## config.mk

```make
export PLATFORM = sky130hd
export DESIGN_NAME = swre_top
export DESIGN_NICKNAME = d
export VERILOG_FILES = /design/src/swre_pkg.sv /design/src/swre_decode.sv /design/src/swre_top.sv
export SDC_FILE = /design/constraint.sdc
export NUM_CORES = 1
export LEC_CHECK = 0
export BUFFER_PORTS_ARGS = -buffer_cell sky130_fd_sc_hd__buf_2
export CAP_MARGIN = 20
export CORE_AREA = 2 2 249 251
export CTS_BUF_LIST = sky130_fd_sc_hd__clkbuf_2 sky130_fd_sc_hd__clkbuf_4 sky130_fd_sc_hd__clkbuf_8
export CTS_CLUSTER_DIAMETER = 30
export DETAILED_ROUTE_END_ITERATION = 8
export DIE_AREA = 0 0 251 253
export HOLD_SLACK_MARGIN = 0.02
export PLACE_DENSITY_LB_ADDON = 0.15
export SLEW_MARGIN = 10
export SYNTH_ARGS = -nofsm -noshare
export SYNTH_HDL_FRONTEND = slang
export SYNTH_HIERARCHICAL = 1
export SYNTH_SLANG_ARGS = --single-unit
```

## constraint.sdc

```tcl
create_clock -name pclk -period 4 [get_ports pclk]
set_input_delay 0.4 -clock pclk [delete_from_list [all_inputs] [get_ports pclk]]
set_output_delay 0.4 -clock pclk [all_outputs]
set_load 0.01 [all_outputs]
```

## src/swre_pkg.sv

```systemverilog
// Purpose: shared constants and types for the word store execution unit
// Assumes: 32-bit instruction word, bits numbered from bit 0 = lsb
// Notes:   instruction fields are taken at the opcode positions below
package swre_pkg;

    // ----------------------------------------------------------------------
    // instruction fields (lsb positions, counted from bit 0 = lsb)
    // ----------------------------------------------------------------------
    localparam int unsigned OPCD_LSB   = 26;
    localparam int unsigned SRC_LSB    = 21;
    localparam int unsigned BASE_LSB   = 16;
    localparam int unsigned INDEX_LSB  = 11;
    localparam int unsigned XO_LSB     = 1;

    localparam logic [5:0] OPC_EXT     = 6'h1f;
    localparam logic [5:0] OPC_STW     = 6'h24;
    localparam logic [5:0] OPC_STW_UPD = 6'h25;
    localparam logic [9:0] XO_STW_IDX  = 10'h097;
    localparam logic [9:0] XO_STWUX    = 10'h0b7;
    localparam logic [9:0] XO_STWBRX   = 10'h296;
    localparam logic [9:0] XO_STWCX    = 10'h096;

    // ----------------------------------------------------------------------
    // condition field bit positions (bit 0 is lsb of the 4-bit field)
    // ----------------------------------------------------------------------
    localparam int unsigned CR_EQ_POS  = 1;
    localparam int unsigned CR_SO_POS  = 0;

    // ----------------------------------------------------------------------
    // apb register map
    // ----------------------------------------------------------------------
    localparam logic [7:0]  REG_INSN   = 8'h00;
    localparam logic [7:0]  REG_SRC    = 8'h04;
    localparam logic [7:0]  REG_BASE   = 8'h08;
    localparam logic [7:0]  REG_INDEX  = 8'h0c;
    localparam logic [7:0]  REG_CTRL   = 8'h10;
    localparam logic [7:0]  REG_STAT   = 8'h14;
    localparam logic [7:0]  REG_ADDR   = 8'h18;
    localparam logic [7:0]  REG_WDATA  = 8'h1c;
    localparam logic [7:0]  REG_IRQ_ST = 8'h20;
    localparam logic [7:0]  REG_IRQ_MK = 8'h24;

    // ctrl bits
    localparam int unsigned CTRL_GO     = 0;
    localparam int unsigned CTRL_RESV   = 1;
    localparam int unsigned CTRL_ALIGN  = 2;
    localparam int unsigned CTRL_LE     = 3;
    localparam int unsigned CTRL_SO     = 4;
    localparam int unsigned CTRL_TMISS  = 5;
    localparam int unsigned CTRL_DSI    = 6;
    localparam int unsigned CTRL_DBG    = 7;

    // irq status bits
    localparam int unsigned IRQ_DONE    = 0;
    localparam int unsigned IRQ_ALIGN   = 1;
    localparam int unsigned IRQ_TMISS   = 2;
    localparam int unsigned IRQ_DSI     = 3;
    localparam int unsigned IRQ_DBG     = 4;
    localparam int unsigned IRQ_INVAL   = 5;
    localparam int unsigned IRQ_W       = 6;

    localparam logic [31:0] RST_ZERO    = 32'h0000_0000;
    localparam int unsigned TIMEOUT_CYC = 8;

    typedef enum logic [2:0] {
        SWRE_OP_NONE, SWRE_OP_STW, SWRE_OP_STW_UPD, SWRE_OP_STW_IDX,
        SWRE_OP_STWUX, SWRE_OP_STWBRX, SWRE_OP_STWCX
    } swre_op_t;

endpackage : swre_pkg

```

## src/swre_decode.sv

```systemverilog
// Purpose: decode one store instruction and form its effective address
// Assumes: operand values are stable while decode is read
// Notes:   purely combinational
`timescale 1ns/1ps
module swre_decode
    import swre_pkg::*;
(
    input  wire logic [31:0]     insn,
    input  wire logic [31:0]     base_val,
    input  wire logic [31:0]     index_val,
    output swre_pkg::swre_op_t   op,
    output logic [31:0]          effective_addr,
    output logic                 invalid_form
);
    logic [5:0]  opcd;
    logic [9:0]  xo;
    logic [4:0]  base_gpr;
    logic [31:0] base_or_zero;
    logic [31:0] disp;

    assign opcd     = insn[OPCD_LSB +: 6];
    assign xo       = insn[XO_LSB +: 10];
    assign base_gpr = insn[BASE_LSB +: 5];
    // base reads as zero for field 0
    assign base_or_zero = (base_gpr == 5'h00) ? 32'h0000_0000 : base_val;
    assign disp = {{16{insn[15]}}, insn[15:0]};

    always_comb
    begin
        op = SWRE_OP_NONE;
        if (opcd == OPC_STW)
            op = SWRE_OP_STW;
        else if (opcd == OPC_STW_UPD)
            op = SWRE_OP_STW_UPD;
        else if (opcd == OPC_EXT && xo == XO_STW_IDX)
            op = SWRE_OP_STW_IDX;
        else if (opcd == OPC_EXT && xo == XO_STWUX)
            op = SWRE_OP_STWUX;
        else if (opcd == OPC_EXT && xo == XO_STWBRX)
            op = SWRE_OP_STWBRX;
        else if (opcd == OPC_EXT && xo == XO_STWCX)
            op = SWRE_OP_STWCX;
    end

    always_comb
    begin
        if (op == SWRE_OP_STW || op == SWRE_OP_STW_UPD)
            effective_addr = base_or_zero + disp;
        else
            effective_addr = base_or_zero + index_val;
    end

    // update forms with base 0, zero bit 0 on the conditional store, unknown opcodes
    always_comb
    begin
        invalid_form = 1'b0;
        if (op == SWRE_OP_NONE)
            invalid_form = 1'b1;
        else if ((op == SWRE_OP_STW_UPD || op == SWRE_OP_STWUX) && base_gpr == 5'h00)
            invalid_form = 1'b1;
        else if (op == SWRE_OP_STWCX && insn[0] == 1'b0)
            invalid_form = 1'b1;
    end
endmodule : swre_decode

```

## src/swre_top.sv

```systemverilog
// Purpose: word store execution unit with reservation handling, apb control
// Assumes: storage subsystem answers each write with mem_ack
// Notes:   software loads operands, sets go; results read back over apb
//
// Overview of operation
// - indexed forms add the index register to a base that is zero when the base field is 0.
// - the byte-reversed store writes the word in order opposite to the page endian attribute.
// - indexed non-conditional stores with bit 0 set leave the condition field undefined.
// - a conditional store with the reservation set writes the word and clears the reservation.
// - a conditional store with the reservation clear performs no memory write.
// - a conditional store sets the condition field to 0,0,written,summary overflow.
// - every valid-form conditional store clears the reservation in the cycle that go is taken.
// - only the reservation-setting load sets the reservation bit.
// - a failing conditional store raises no storage or debug interrupt.
// - a translation miss during a conditional store always raises its interrupt.
// - with forced alignment on, a misaligned conditional store always raises alignment.
// - with forced alignment off, misaligned stores run, possibly split into aligned parts.
// - displacement forms sign-extend 16 bits to 32 and add the zero-or-base value.
// - update forms write the address back to the base register; base field 0 is invalid.
// - plain, indexed and update stores write all four bytes in default order.
//
// The register addresses and the APB register port were decided locally.
`timescale 1ns/1ps
module swre_top
    import swre_pkg::*;
(
    input  wire logic        pclk,
    input  wire logic        presetn,
    input  wire logic        psel,
    input  wire logic        penable,
    input  wire logic        pwrite,
    input  wire logic [7:0]  paddr,
    input  wire logic [31:0] pwdata,
    output logic [31:0]      prdata,
    output logic             pready,
    output logic             pslverr,
    input  wire logic        resv_load,
    output logic             mem_req,
    output logic [31:0]      mem_addr,
    output logic [31:0]      mem_data,
    output logic [3:0]       mem_be,
    input  wire logic        mem_ack,
    output logic             base_wb,
    output logic [31:0]      base_wb_data,
    output logic             irq
);
    // ----------------------------------------------------------------------
    // registers
    // ----------------------------------------------------------------------
    logic [31:0] insn;
    logic [31:0] source_gpr;
    logic [31:0] base_gpr;
    logic [31:0] index_gpr;
    logic [7:0]  ctrl;
    logic        reservation;
    logic [3:0]  cond_field_zero;
    logic        busy;
    logic [31:0] addr_q;
    logic [31:0] wdata_q;
    logic [IRQ_W-1:0] irq_stat;
    logic [IRQ_W-1:0] irq_mask;
    logic [IRQ_W-1:0] irq_set;
    logic [1:0]  parts_left;
    logic        fault_now;

    swre_op_t    op;
    logic [31:0] effective_addr;
    logic        invalid_form;

    swre_decode u_dec (
        .insn           (insn),
        .base_val       (base_gpr),
        .index_val      (index_gpr),
        .op             (op),
        .effective_addr (effective_addr),
        .invalid_form   (invalid_form)
    );

    // ----------------------------------------------------------------------
    // apb access
    // ----------------------------------------------------------------------
    logic wr_en;
    logic rd_hit;
    assign pready  = 1'b1;
    assign wr_en   = psel && penable && pwrite;

    function automatic logic addr_mapped(input logic [7:0] a);
        addr_mapped = (a <= REG_IRQ_MK) && (a[1:0] == 2'b00);
    endfunction : addr_mapped

    assign rd_hit  = addr_mapped(paddr);
    assign pslverr = psel && penable && !rd_hit;

    always_ff @(posedge pclk or negedge presetn)
    begin
        if (!presetn)
        begin
            insn       <= RST_ZERO;
            source_gpr <= RST_ZERO;
            index_gpr  <= RST_ZERO;
            irq_mask   <= '0;
        end
        else if (wr_en)
        begin
            if (paddr == REG_INSN)
                insn <= pwdata;
            else if (paddr == REG_SRC)
                source_gpr <= pwdata;
            else if (paddr == REG_INDEX)
                index_gpr <= pwdata;
            else if (paddr == REG_IRQ_MK)
                irq_mask <= pwdata[IRQ_W-1:0];
        end
    end

    // ctrl: go self-clears at start; other bits held
    logic start;
    assign start = ctrl[CTRL_GO] && !busy;

    always_ff @(posedge pclk or negedge presetn)
    begin
        if (!presetn)
            ctrl <= 8'h00;
        else if (wr_en && paddr == REG_CTRL)
            ctrl <= pwdata[7:0];
        else if (start)
            ctrl[CTRL_GO] <= 1'b0;
    end

    // base register: written by software or by update-form writeback
    always_ff @(posedge pclk or negedge presetn)
    begin
        if (!presetn)
            base_gpr <= RST_ZERO;
        else if (start && !invalid_form && !fault_now
                 && (op == SWRE_OP_STW_UPD || op == SWRE_OP_STWUX))
            base_gpr <= effective_addr;
        else if (wr_en && paddr == REG_BASE)
            base_gpr <= pwdata;
    end

    always_ff @(posedge pclk or negedge presetn)
    begin
        if (!presetn)
            prdata <= RST_ZERO;
        else if (psel && !penable && !pwrite)
        begin
            if (paddr == REG_INSN)
                prdata <= insn;
            else if (paddr == REG_SRC)
                prdata <= source_gpr;
            else if (paddr == REG_BASE)
                prdata <= base_gpr;
            else if (paddr == REG_INDEX)
                prdata <= index_gpr;
            else if (paddr == REG_CTRL)
                prdata <= {24'h0, ctrl};
            else if (paddr == REG_STAT)
                prdata <= {26'h0, busy, reservation, cond_field_zero};
            else if (paddr == REG_ADDR)
                prdata <= addr_q;
            else if (paddr == REG_WDATA)
                prdata <= wdata_q;
            else if (paddr == REG_IRQ_ST)
                prdata <= {26'h0, irq_stat};
            else if (paddr == REG_IRQ_MK)
                prdata <= {26'h0, irq_mask};
            else
                prdata <= RST_ZERO;
        end
    end

    // ----------------------------------------------------------------------
    // execution
    // ----------------------------------------------------------------------
    logic is_cond;
    logic misaligned;
    logic cond_ok;
    logic do_write;
    logic [31:0] swapped;

    assign is_cond    = (op == SWRE_OP_STWCX);
    assign misaligned = (effective_addr[1:0] != 2'b00);
    assign cond_ok    = !is_cond || reservation;
    // alignment and translation miss fire regardless of the reservation
    assign fault_now  = (ctrl[CTRL_ALIGN] && misaligned && is_cond)
                      || ctrl[CTRL_TMISS]
                      || (cond_ok && (ctrl[CTRL_DSI] || ctrl[CTRL_DBG]));
    assign do_write   = start && !invalid_form && !fault_now && cond_ok;
    assign swapped    = {source_gpr[7:0], source_gpr[15:8],
                         source_gpr[23:16], source_gpr[31:24]};

    always_comb
    begin
        irq_set = '0;
        if (start)
        begin
            irq_set[IRQ_DONE]  = 1'b1;
            irq_set[IRQ_INVAL] = invalid_form;
            irq_set[IRQ_ALIGN] = ctrl[CTRL_ALIGN] && misaligned && is_cond;
            irq_set[IRQ_TMISS] = ctrl[CTRL_TMISS];
            irq_set[IRQ_DSI]   = cond_ok && ctrl[CTRL_DSI];
            irq_set[IRQ_DBG]   = cond_ok && ctrl[CTRL_DBG];
        end
    end

    // the memory port sees big-endian bytes; little-endian pages get swapped data, except the byte-reversed store, which swaps on big-endian pages
    always_ff @(posedge pclk or negedge presetn)
    begin
        if (!presetn)
        begin
            addr_q     <= RST_ZERO;
            wdata_q    <= RST_ZERO;
            mem_be     <= 4'h0;
            parts_left <= 2'd0;
        end
        else if (do_write)
        begin
            // the port only carries word addresses; lanes pick the bytes
            addr_q <= {effective_addr[31:2], 2'b00};
            if (op == SWRE_OP_STWBRX)
                wdata_q <= ctrl[CTRL_LE] ? source_gpr : swapped;
            else
                wdata_q <= ctrl[CTRL_LE] ? swapped : source_gpr;
            // misaligned words go out as two aligned parts
            mem_be     <= 4'hf >> effective_addr[1:0];
            parts_left <= misaligned ? 2'd2 : 2'd1;
        end
        else if (mem_req && mem_ack)
        begin
            addr_q     <= {addr_q[31:2] + 30'h1, 2'b00};
            mem_be     <= ~mem_be;
            parts_left <= parts_left - 2'd1;
        end
    end

    assign mem_req  = busy;
    assign mem_addr = addr_q;
    assign mem_data = wdata_q;

    always_ff @(posedge pclk or negedge presetn)
    begin
        if (!presetn)
            busy <= 1'b0;
        else if (do_write)
            busy <= 1'b1;
        else if (mem_ack && parts_left == 2'd1)
            busy <= 1'b0;
    end

    // reservation: set only by the reserving load, cleared by any valid-form conditional store
    always_ff @(posedge pclk or negedge presetn)
    begin
        if (!presetn)
            reservation <= 1'b0;
        else if (start && is_cond && !invalid_form)
            reservation <= 1'b0;
        else if (resv_load)
            reservation <= 1'b1;
    end

    // condition field: only the conditional store defines it; indexed forms leave it alone
    always_ff @(posedge pclk or negedge presetn)
    begin
        if (!presetn)
            cond_field_zero <= 4'h0;
        else if (start && is_cond && !invalid_form && !fault_now)
            cond_field_zero <= {2'b00, reservation, ctrl[CTRL_SO]};
    end

    // ----------------------------------------------------------------------
    // interrupts
    // ----------------------------------------------------------------------
    always_ff @(posedge pclk or negedge presetn)
    begin
        if (!presetn)
            irq_stat <= '0;
        else if (wr_en && paddr == REG_IRQ_ST)
            irq_stat <= (irq_stat & ~pwdata[IRQ_W-1:0]) | irq_set;
        else
            irq_stat <= irq_stat | irq_set;
    end

    assign irq = |(irq_stat & irq_mask);

    assign base_wb      = start && !invalid_form && !fault_now
                          && (op == SWRE_OP_STW_UPD || op == SWRE_OP_STWUX);
    assign base_wb_data = effective_addr;

endmodule : swre_top

```

==> flow_summary.json <==
{
  "rsz0062_at_grt": "yes",
  "slowest_stage": "or4_4",
  "vias": 14300,
  "cts.sinks": 252,
  "ir_drop_v": 0.000189,
  "crit_top_cell": "or4_4",
  "cts_buffers": 79,
  "clk_pin_slew_worst_paths_ns": 0.05,
  "cts.path.max_buffers": 3,
  "drt-vias-per-instance": 5.13,
  "setup_violations": 27,
  "synth_area_mm2": 0.0150,
  "fillers": 6277,
  "grt_max_degree": 123,
  "setup_slack_ns": -0.716,
  "fin_worst_skew_ns": 0.0481,
  "synth_cells": 1533,
  "synthToLayoutAreaGrowth_pct": 42.5,
  "fp.coreArea_mm2": 0.0610,
  "r2r_cells": 21,
  "crit_end": "base_wb_data[29]",
  "grt_first_pass_wirelength_um": 101000,
  "worstReg2RegEnd": "mem_addr[26]",
  "ctsRootBufferMaster": "clkbuf_8",
  "rrSetupSlack_ns": -0.09,
  "crit_path_max_incr_delay_ns": 0.57,
  "critPathMaxFanout": 5,
  "drtIter0Drc": 1079,
  "ys_warn_count": 6,
  "final-hold-violation-count": 0,
  "io_buffers": 180,
  "synthArstFlopShare_pct": 100,
  "dp_hpwl_um": 49300,
  "fin_crit_ns": 4.72,
  "die_x_um": 251,
  "slew_headroom_pct": 38.7,
  "outcome": "finished with violations",
  "track_usage_pct": 21.5,
  "ys_seq_elements": 252,
  "ios": 184,
  "final_cell_count_no_fill": 2781,
  "ys_types": 87,
  "wl_per_cell_um": 24.9,
  "fp.dieArea_mm2": 0.0635,
  "grt_pass1_vias": 14500,
  "drive_above_1_share_pct": 40.2,
  "period_share_pct": 118,
  "powerDensity_mw_per_mm2": 398,
  "hold_class": "primary input to flip-flop",
  "initial_core_util_pct": 24.6,
  "violations": "setup timing",
  "routabilityCongestion": 0.875,
  "crit_start": "insn[18]",
  "nNetsFinal": 2007,
  "postRouteAntennaNets": 0,
  "r2r_start": "insn[18]",
  "drt-pass1-iter-count": 6,
  "crit_path_end_kind": "output pin",
  "synth_edf_count": 0,
  "std_cell_rows": 91,
  "power_mw": 8.51,
  "maxCapViolCount": 0,
  "critPathArrivalTime_ns": 4.32,
  "die_h_um": 253,
  "crit_path_cell_trace": "or4_4 > nor2_4 > buf_4 > buf_12 > nor2b_1 > ha_4 > nand2_2 > or4_4 > or3_4 > o221ai_4 > a21oi_4 > o21a_4 > a221oi_4 > buf_2",
  "synth_ff_type": "dfrtp_1",
  "worstSetupPathType": "flip-flop to output pin",
  "placedCellCount": 2572,
  "syn_area_per_cell_um2": 9.79,
  "cts_tree": "done",
  "clock_latency_ns": 0.67,
  "clock.fmax_ghz": 0.212,
  "drc": 0,
  "antenna_found_initial": 2,
  "fin_hold_ws_ns": 0.0866,
  "worstMarginPinSlew_ns": 0.916,
  "overflow": 0,
  "htreeDepth": 3,
  "wl_um": 69200,
  "crit_required_ns": 3.60,
  "final_max_slew_viol_count": 0,
  "ys_seq_area_share_pct": 42.0,
  "p_leak_nw": 10.4,
  "start_kind": "flip-flop"
}
==> layout by cell type (no fill, tap or decap), types with 34 or more instances in the layout <==
cell type,instances
nor2_1,103
buf_4,177
mux2_2,95
nor2b_1,34
buf_6,39
dfrtp_1,252
o21ai_0,97
clkbuf_8,100
buf_2,164
o22ai_1,53
nand2_1,161
a21oi_1,74
mux2i_1,99
==> synth_stat cells, drive strengths merged (15+ instances only) <==
library cell | count | area (um^2)
nor2b | 37 | 231
a21o | 27 | 204
nand2 | 177 | 677
o21ai | 112 | 561
mux2i | 99 | 991
nor2 | 112 | 428
xor2 | 21 | 184
dfrtp | 252 | 6310
buf | 42 | 268
ha | 33 | 413
xnor2 | 24 | 210
nand3 | 36 | 198
inv | 15 | 56.3
mux2 | 127 | 1540
a21oi | 83 | 419
nand4 | 19 | 119
a32oi | 26 | 228
clkbuf | 59 | 221
o22ai | 54 | 338
==> per-stage QoR <==
step | setup slack (ns) | setup TNS [ns] | util, % | instance area (um^2)
2_1_floorplan | 0.000742 | 0 | - | 15000
3_3_place_gp | -0.336 | -5.88 | 29.3 | 17900
3_5_place_dp | -0.372 | -6.26 | 29.3 | 17900
4_1_cts | -0.889 | -16.87 | 34.3 | 20900
5_1_grt | -0.899 | -17.15 | 35.1 | 21400
6_report | -0.716 | -12.60 | 35.1 | 21400
==> final cells by class <==
type                    instances  area [um^2]  area share [%]
well taps                     790          988            4.62
clock buffers                 107         1430            6.68
multi-input cells            1166         9130            42.6
clock inverters                37          462            2.16
inverters                      15         56.3           0.263
diodes                          2         5.00          0.0234
flip-flops and latches        252         6310            29.5
repair buffers                412         3020            14.1
==> critical path: cells and delay by family (launching register included) <==
kind / cells / cell delay, ns
buf+inv: 3 / 0.45
compound gates: 4 / 0.92
flops: 1 / 0.37
simple gates: 6 / 1.67
fa+ha+maj: 1 / 0.28
==> cells by family after synthesis <==
group / after synthesis / share of synthesized area, %
other cells: 2 / 0.0500
compound gates: 403 / 17.3
xor+xnor: 45 / 2.63
mux: 226 / 16.8
simple gates: 455 / 14.7
fa+ha+maj: 34 / 2.88
buf+inv: 116 / 3.63
flops: 252 / 42.0
==> power breakdown <==
group | internal [mW] | leakage, nW | switching (mW) | total [mW]
Clock | 2.97 | 0.970 | 1.56 | 4.53
Sequential | 2.66 | 3.20 | 0.181 | 2.84
Combinational | 0.478 | 6.27 | 0.668 | 1.15
Total | 6.10 | 10.4 | 2.41 | 8.51
==> how the worst min path moves through the flow <==
| stage | to | slack (ns) | cells after the start | start |
|---|---|---|---|---|
| finish | source_gpr[27] | 0.09 | 2 | pwdata[27] |
| global placement | mem_addr[4] | 0.26 | 1 | presetn |
| detailed placement | mem_addr[3] | 0.27 | 1 | presetn |
| CTS | source_gpr[16] | 0.02 | 2 | pwdata[16] |
| floorplan | base_gpr[0] | 0.10 | 0 | presetn |
| global route | source_gpr[14] | 0.05 | 2 | pwdata[14] |
==> routing by layer <==
metal / vias up / wire length [um] / GRT usage, %
met4: 0 / 1550 / 7.06
met1: 7264 / 31800 / 29.4
met3: 86 / 3610 / 3.60
met2: 483 / 32200 / 34.6
met5: - / 0 / 0
li1: 6441 / - / -
==> repair_timing <==
| action | CTS | global route |
|---|---|---|
| hold buffers | 19 | 0 |
| gates cloned | 1 | 0 |
| hold endpoints to repair | 85 | 0 |
| setup endpoints to repair | 56 | 54 |
| resized for setup | 128 | 76 |
| pin swaps | 44 | 48 |
| setup buffers | 31 | 22 |
==> registers in the layout (all words and copies together), names as in the netlist <==
name / flops
mem_be: 4
reservation: 1
ctrl: 8
base_gpr: 32
mem_req: 1
cond_field_zero: 2
insn: 32
prdata: 32
index_gpr: 32
mem_data: 32
irq_stat: 6
mem_addr: 30
irq_mask: 6
parts_left: 2
source_gpr: 32
No activity file was read; power rests on OpenSTA's default activity.
